`src/logic/rtcc_defs.svh`:
```
// offsets, field positions, reset values and counts of the rtc control block
`ifndef RTCC_DEFS_SVH
`define RTCC_DEFS_SVH
`define RTCC_ADDR_COUNTER0 8'h40
`define RTCC_ADDR_COUNTER4 8'h44
`define RTCC_ADDR_MATCH0 8'h48
`define RTCC_ADDR_MATCH4 8'h4c
`define RTCC_ADDR_MBIT0 8'h50
`define RTCC_ADDR_MBIT4 8'h54
`define RTCC_ADDR_CTRL 8'h58
`define RTCC_CTRL_RESET 8'h00
`define RTCC_BIT_RTC_RST 7
`define RTCC_BIT_CNT_EN 6
`define RTCC_BIT_WAKE_EN 5
`define RTCC_BIT_MODE_HI 4
`define RTCC_BIT_MODE_LO 3
`define RTCC_BIT_CLR_MAT 2
`define RTCC_BIT_CNT_RSTB 1
`define RTCC_BIT_XTAL_SEL 0
`define RTCC_CNT_WIDTH 40
`define RTCC_PRESC_DIV 128
`define RTCC_FIRST_EDGES 64
`define RTCC_PRESC_WIDTH 7
`endif

```
`src/logic/rtcc_pkg.sv`:
```
// types of the rtc control block
package rtcc_pkg;
  typedef enum logic [3:0] {
    RTCC_ST_RUN = 4'h1,
    RTCC_ST_RESET = 4'h2,
    RTCC_ST_REL1 = 4'h4,
    RTCC_ST_REL2 = 4'h8
  } rtcc_rst_e;
  typedef logic [39:0] rtcc_cnt_t;
endpackage

```
`src/logic/rtcc_top.sv`:
```
// rtc control/status register, prescaler, 40-bit counter and match outputs
`timescale 1ns/100ps
`include "rtcc_defs.svh"
module rtcc_top #(
  parameter int CNT_W = `RTCC_CNT_WIDTH
) (
  input wire logic clk,
  input wire logic nrst,
  input wire logic timebase_clock,
  input wire logic [7:0] acm_addr,
  input wire logic [7:0] acm_wdata,
  input wire logic acm_wen,
  input wire logic acm_ren,
  output logic [7:0] acm_rdata,
  output logic fabric_match_out,
  output logic sequencer_match_out,
  output logic [1:0] crystal_mode_out,
  output logic crystal_select_out
);
  localparam int NB = CNT_W / 8;
  localparam logic [6:0] PRESC_LAST = 7'(`RTCC_PRESC_DIV - 1);
  localparam logic [6:0] PRESC_START =
    7'(`RTCC_PRESC_DIV - `RTCC_FIRST_EDGES);

  logic [7:0] ctrl_q, ctrl_d;
  rtcc_pkg::rtcc_rst_e rst_q, rst_d;
  logic tb_q, tb_d;
  logic [`RTCC_PRESC_WIDTH-1:0] presc_q, presc_d;
  logic [CNT_W-1:0] cnt_q, cnt_d, match_q, match_d, hold_q, hold_d;
  logic fab_q, fab_d, seq_q, seq_d;
  logic [7:0] rdata_q, rdata_d;
  logic rtc_rst, cnt_en, tb_rise, tick, eq_now, mat_zero, eq_next;
  logic [7:0] wbyte [NB];
  logic [NB-1:0] cnt_wsel, mat_wsel;

  assign rtc_rst = (rst_q != rtcc_pkg::RTCC_ST_RUN);
  assign cnt_en = ctrl_q[`RTCC_BIT_CNT_EN] & ~rtc_rst;
  assign tb_rise = timebase_clock & ~tb_q;
  assign tick = cnt_en & tb_rise & (presc_q == PRESC_LAST);
  assign eq_now = (cnt_q == match_q);
  assign mat_zero = (match_q == '0);
  assign eq_next = (cnt_d == match_d);

  // per-byte write decode of counter and match registers
  genvar gi;
  generate
    for (gi = 0; gi < NB; gi++) begin : g_byte
      assign cnt_wsel[gi] = acm_wen &
        (acm_addr == 8'(`RTCC_ADDR_COUNTER0 + gi));
      assign mat_wsel[gi] = acm_wen &
        (acm_addr == 8'(`RTCC_ADDR_MATCH0 + gi));
      assign wbyte[gi] = acm_wdata;
    end
  endgenerate

  // control register and rtc reset release sequence
  always_comb begin
    ctrl_d = ctrl_q;
    if (acm_wen && acm_addr == `RTCC_ADDR_CTRL) begin
      ctrl_d = acm_wdata;
    end
    rst_d = rst_q;
    case (rst_q)
      rtcc_pkg::RTCC_ST_RUN: begin
        if (ctrl_q[`RTCC_BIT_RTC_RST]) rst_d = rtcc_pkg::RTCC_ST_RESET;
      end
      rtcc_pkg::RTCC_ST_RESET: begin
        if (!ctrl_q[`RTCC_BIT_RTC_RST]) begin
          rst_d = rtcc_pkg::RTCC_ST_REL1;
        end
      end
      rtcc_pkg::RTCC_ST_REL1: begin
        rst_d = ctrl_q[`RTCC_BIT_RTC_RST] ? rtcc_pkg::RTCC_ST_RESET :
                rtcc_pkg::RTCC_ST_REL2;
      end
      rtcc_pkg::RTCC_ST_REL2: begin
        rst_d = ctrl_q[`RTCC_BIT_RTC_RST] ? rtcc_pkg::RTCC_ST_RESET :
                rtcc_pkg::RTCC_ST_RUN;
      end
      default: rst_d = rtcc_pkg::RTCC_ST_RESET;
    endcase
  end

  always_ff @(posedge clk or negedge nrst) begin
    if (!nrst) begin
      ctrl_q <= `RTCC_CTRL_RESET;
      rst_q <= rtcc_pkg::RTCC_ST_RUN;
    end else begin
      ctrl_q <= ctrl_d;
      rst_q <= rst_d;
    end
  end

  // prescaler, counter and match register
  always_comb begin
    tb_d = timebase_clock;
    presc_d = presc_q;
    if (!cnt_en) begin
      presc_d = PRESC_START;
    end else if (tb_rise) begin
      presc_d = presc_q + 7'h01;
    end
    match_d = match_q;
    for (int i = 0; i < NB; i++) begin
      if (mat_wsel[i]) match_d[i*8 +: 8] = wbyte[i];
    end
    cnt_d = cnt_q;
    if (rtc_rst || !ctrl_q[`RTCC_BIT_CNT_RSTB]) begin
      cnt_d = '0;
    end else if (!ctrl_q[`RTCC_BIT_CNT_EN]) begin
      for (int i = 0; i < NB; i++) begin
        if (cnt_wsel[i]) cnt_d[i*8 +: 8] = wbyte[i];
      end
    end else if (tick) begin
      if (ctrl_q[`RTCC_BIT_CLR_MAT] && eq_now && !mat_zero) begin
        cnt_d = '0;
      end else begin
        cnt_d = cnt_q + 1'b1;
      end
    end
    hold_d = hold_q;
    if (acm_ren && acm_addr == `RTCC_ADDR_COUNTER0) hold_d = cnt_q;
  end

  always_ff @(posedge clk or negedge nrst) begin
    if (!nrst) begin
      tb_q <= 1'b0;
      presc_q <= PRESC_START;
      cnt_q <= '0;
      match_q <= '0;
      hold_q <= '0;
    end else begin
      tb_q <= tb_d;
      presc_q <= presc_d;
      cnt_q <= cnt_d;
      match_q <= match_d;
      hold_q <= hold_d;
    end
  end

  // match outputs and read data
  always_comb begin
    fab_d = ctrl_d[`RTCC_BIT_WAKE_EN] & eq_next;
    seq_d = fab_d;
    rdata_d = rdata_q;
    if (acm_ren) begin
      rdata_d = 8'h00;
      if (acm_addr == `RTCC_ADDR_COUNTER0) begin
        rdata_d = cnt_q[7:0];
      end else if (acm_addr > `RTCC_ADDR_COUNTER0 &&
                   acm_addr <= `RTCC_ADDR_COUNTER4) begin
        rdata_d = hold_q[(acm_addr - `RTCC_ADDR_COUNTER0)*8 +: 8];
      end else if (acm_addr >= `RTCC_ADDR_MATCH0 &&
                   acm_addr <= `RTCC_ADDR_MATCH4) begin
        rdata_d = match_q[(acm_addr - `RTCC_ADDR_MATCH0)*8 +: 8];
      end else if (acm_addr >= `RTCC_ADDR_MBIT0 &&
                   acm_addr <= `RTCC_ADDR_MBIT4) begin
        rdata_d = ~(cnt_q[(acm_addr - `RTCC_ADDR_MBIT0)*8 +: 8] ^
                    match_q[(acm_addr - `RTCC_ADDR_MBIT0)*8 +: 8]);
      end else if (acm_addr == `RTCC_ADDR_CTRL) begin
        rdata_d = ctrl_q;
      end
    end
  end

  always_ff @(posedge clk or negedge nrst) begin
    if (!nrst) begin
      fab_q <= 1'b0;
      seq_q <= 1'b0;
      rdata_q <= 8'h00;
    end else begin
      fab_q <= fab_d;
      seq_q <= seq_d;
      rdata_q <= rdata_d;
    end
  end

  assign fabric_match_out = fab_q;
  assign sequencer_match_out = seq_q;
  assign acm_rdata = rdata_q;
  // oscillator applies the mode only while select is high
  assign crystal_mode_out =
    ctrl_q[`RTCC_BIT_MODE_HI:`RTCC_BIT_MODE_LO];
  assign crystal_select_out = ctrl_q[`RTCC_BIT_XTAL_SEL];
endmodule

```
`config.mk`:
```
export PLATFORM = sky130hd
export DESIGN_NAME = rtcc_top
export DESIGN_NICKNAME = d
export VERILOG_FILES = /design/src/logic/rtcc_pkg.sv /design/src/logic/rtcc_top.sv
export VERILOG_INCLUDE_DIRS = /design/src /design/src/logic
export SDC_FILE = /design/constraint.sdc
export NUM_CORES = 1
export LEC_CHECK = 0
export BUFFER_PORTS_ARGS = -buffer_cell sky130_fd_sc_hd__buf_2
export CAP_MARGIN = 20
export CORE_UTILIZATION = 63
export CTS_CLUSTER_DIAMETER = 30
export DETAILED_ROUTE_END_ITERATION = 7
export PLACE_DENSITY = 0.91
export SLEW_MARGIN = 20
export SYNTH_ARGS = -nofsm -noshare
export SYNTH_HDL_FRONTEND = slang
export SYNTH_SLANG_ARGS = --single-unit
```
`constraint.sdc`:
```
create_clock -name clk -period 4.3 [get_ports clk]
set_input_delay 0.215 -clock clk [delete_from_list [all_inputs] [get_ports clk]]
set_output_delay 0.215 -clock clk [all_outputs]
set_load 0.02 [all_outputs]
```
==> impl_metrics.env <==
export IMPL_synthDistinctLibCells=72
export IMPL_postSynthNetCount=1061
export IMPL_final_hold_violation_count=0
export IMPL_route_detailed_drc=0
export IMPL_finalMaxSlewViolations=0
export IMPL_initial_utilization=0.652
export IMPL_netlist_instances=1036
export IMPL_synth_cells_most_frequent="147 x sky130_fd_sc_hd__dfrtp_1, 86 x sky130_fd_sc_hd__mux2_2, 85 x sky130_fd_sc_hd__nand2_1"
export IMPL_worst_hold_path_type="primary input to flop"
export IMPL_clk_path_buf_depth=2
export IMPL_tns_ns=0
export IMPL_core_area_um2=15400
export IMPL_gp_congestion=1.09
export IMPL_layout_min_cycle_time_ns=4.18
export IMPL_ys_flop_type="sky130_fd_sc_hd__dfrtp_1"
export IMPL_ctsHtreeMaxLevel=4
export IMPL_biggest_area_contributors_in_the_synthesized_netlist="sky130_fd_sc_hd__dfrtp_1 37%, sky130_fd_sc_hd__mux2_2 9.7%, sky130_fd_sc_hd__xor2_1 5.6%"
export IMPL_place_port_buffers=33
export IMPL_cts_tree="yes"
export IMPL_yosysSeqAreaShare=0.372
export IMPL_root_buffer="sky130_fd_sc_hd__clkbuf_16"
export IMPL_die_area_um2=16400
export IMPL_critPathLaunchType="flop"
export IMPL_yosys_warnings=0
export IMPL_number_of_instances_on_the_worst_hold_path=2
export IMPL_fp_dieH_um=128
export IMPL_number_of_setup_violations_in_the_final_report=0
export IMPL_area_sequential_um2=3730
export IMPL_hold_buffers=2
export IMPL_buffers_inserted_during_post_cts_setup_optimization=0
export IMPL_floorplan_die_width_um=128
export IMPL_grt_overflow_total=0
export IMPL_worst_clock_skew_ns=0.0113
export IMPL_rsz0062_at_grt="false"
export IMPL_num_rows=45
export IMPL_multi_input_area_um2=5840
export IMPL_pnr_worst_setup_slack_ns=0.121
export IMPL_drt_first_iter_violations=1551
export IMPL_antennaDiodeCount=0
export IMPL_synth_top_cell_by_area="sky130_fd_sc_hd__dfrtp_1"
export IMPL_status="finished, final reports clean"
export IMPL_grt_max_degree=75
export IMPL_leakage_uw=0.00518
export IMPL_count_of_state_elements_after_synthesis=149
export IMPL_wl_per_cell_um=27.0
export IMPL_cts_buffers=17
export IMPL_crit_required_ns=4.67
export IMPL_final_min_period_over_clock_period=0.972
export IMPL_cts_resized_gates=0
export IMPL_clk_pin_slew_worst_paths_ns=0.06
export IMPL_clock_sink_count=149
export IMPL_synthDominantCellAreaShare=0.367
export IMPL_detail_route_first_pass_iterations=7
export IMPL_worstSkewPairLatency_ns=0.44
export IMPL_area_growth_pct=11.1
export IMPL_pre_cts_slack_ns=0.298
export IMPL_powerDensity_nw_per_um2=318
export IMPL_grt_first_pass_wirelength_um=52300
export IMPL_filler_cell_count=1121
export IMPL_hpwlAfterDp_um=25200
export IMPL_actual_slew_at_the_worst_max_slew_pin_ns=0.854
export IMPL_drive_gt1_frac=0.230
export IMPL_finalNetCount=1077
export IMPL_route_detailed_vias_per_inst=7.20
export IMPL_endpoint_kind="flop"
export IMPL_type_of_the_worst_setup_path="flop to flop"
export IMPL_num_io_pins=34
export IMPL_antenna_found_initial=0
export IMPL_largest_voltage_drop_on_the_vdd_net_uv=269
export IMPL_routed_via_count=9188
export IMPL_slew_headroom=0.430
export IMPL_dominant_cell_by_count_in_the_synthesized_netlist="sky130_fd_sc_hd__dfrtp_1"
export IMPL_achievable_frequency_ghz=0.239
export IMPL_first_global_vias=8915
export IMPL_drt_total_wl_um=34500
export IMPL_ant_nets=0
export IMPL_worst_ep_arrival_time_ns=4.55
export IMPL_postSynthAreaPerCell_um2=9.68
export IMPL_grt_total_usage=0.438
export IMPL_async_flop_share=1.00
export IMPL_synth_enable_flop_cells=0
export IMPL_max_cap_violations=0
export IMPL_post_synth_instance_area_um2=10000
export IMPL_critPathMaxFanout=8
export IMPL_rr_worst_depth=11
-- area by class of cell --
| cell class | instances | area share |
|---|---|---|
| inverters | 25 | 0.00843 |
| well taps | 211 | 0.0237 |
| multi-input cells | 775 | 0.524 |
| repair buffers | 84 | 0.0514 |
| clock buffers | 20 | 0.0410 |
| clock inverters | 12 | 0.0160 |
| flip-flops and latches | 149 | 0.335 |
-- critical path: stages (launching register included) --
cell	delay [ns]
sky130_fd_sc_hd__dfrtp_1	0.46
sky130_fd_sc_hd__xnor2_1	0.45
sky130_fd_sc_hd__nand4_1	0.21
sky130_fd_sc_hd__or4_4	0.54
sky130_fd_sc_hd__nor4_4	0.45
sky130_fd_sc_hd__nand2_1	0.35
sky130_fd_sc_hd__a31oi_1	0.39
sky130_fd_sc_hd__or3b_1	0.39
sky130_fd_sc_hd__o311ai_0	0.10
sky130_fd_sc_hd__o2111ai_1	0.25
sky130_fd_sc_hd__nor4_1	0.30
sky130_fd_sc_hd__and4_1	0.21
-- metal layers --
| metal | wire, um | GRT usage |
|---|---|---|
| met5 | 0 | 0 |
| met4 | 2580 | 0.285 |
| met3 | 4830 | 0.148 |
| met2 | 15000 | 0.648 |
| met1 | 12100 | 0.550 |
-- worst paths after layout --
check / start / endpoint / slack, ns
worst max register to register: match_q[16]$_DFF_PN0_ / sequencer_match_out$_DFF_PN0_ / 0.12
max in group asynchronous: nrst / hold_q[11]$_DFFE_PN0P_ / 2.90
min in group asynchronous: nrst / hold_q[2]$_DFFE_PN0P_ / 0.34
worst max-delay path: match_q[16]$_DFF_PN0_ / sequencer_match_out$_DFF_PN0_ / 0.12
worst min register to register: hold_q[31]$_DFFE_PN0P_ / hold_q[31]$_DFFE_PN0P_ / 0.48
worst min-delay path: acm_ren / acm_rdata[1]$_DFFE_PN0P_ / 0.16
-- metrics by stage --
step	total power (uW)	cell area, um2	hold WS, ns	util	std cells
global route	3640	11100	0.183	0.724	1276
finish	3540	11100	0.163	0.724	1276
CTS	3520	11100	0.158	0.724	1276
global placement	1910	10500	0.278	0.682	1242
floorplan	1770	10000	-0.0806	-	1036
detailed placement	1920	10500	0.279	0.682	1242
-- power breakdown --
group          leakage [uW]  switching [uW]  internal (uW)  total (uW)
registers           0.00205            78.5           1450        1530
logic               0.00284             256            147         403
clock network      0.000298             613           1000        1610
-- placed cells by master, fill, tap and decap left out, drive strengths merged, types with 21 or more instances in the layout --
| cell type | netlist | routed |
|---|---|---|
| a21oi | 36 | 36 |
| a22oi | 21 | 21 |
| buf | 22 | 82 |
| dfrtp | 147 | 147 |
| inv | 25 | 25 |
| mux2 | 86 | 86 |
| mux2i | 29 | 29 |
| mux4 | 24 | 24 |
| nand2 | 85 | 85 |
| nand3 | 39 | 39 |
| nand4 | 23 | 23 |
| nor2 | 73 | 73 |
| nor3 | 26 | 26 |
| nor4 | 30 | 30 |
| o21ai | 38 | 38 |
| xnor2 | 58 | 58 |
| xor2 | 64 | 64 |
-- state kept, by name, summed over array words and instances, names as in the netlist --
name / cells
presc_q: 7
sequencer_match_out: 1
match_q: 40
acm_rdata: 8
ctrl_q: 8
tb_q: 1
hold_q: 40
rst_q: 4
cnt_q: 40
-- cell families after synthesis --
logic type / share of synthesized area
fa+ha+maj: 0.00499
buf+inv: 0.0457
xor+xnor: 0.107
mux: 0.179
compound gates: 0.104
flops: 0.372
simple gates: 0.187
Power figures use the tool's default switching activity.
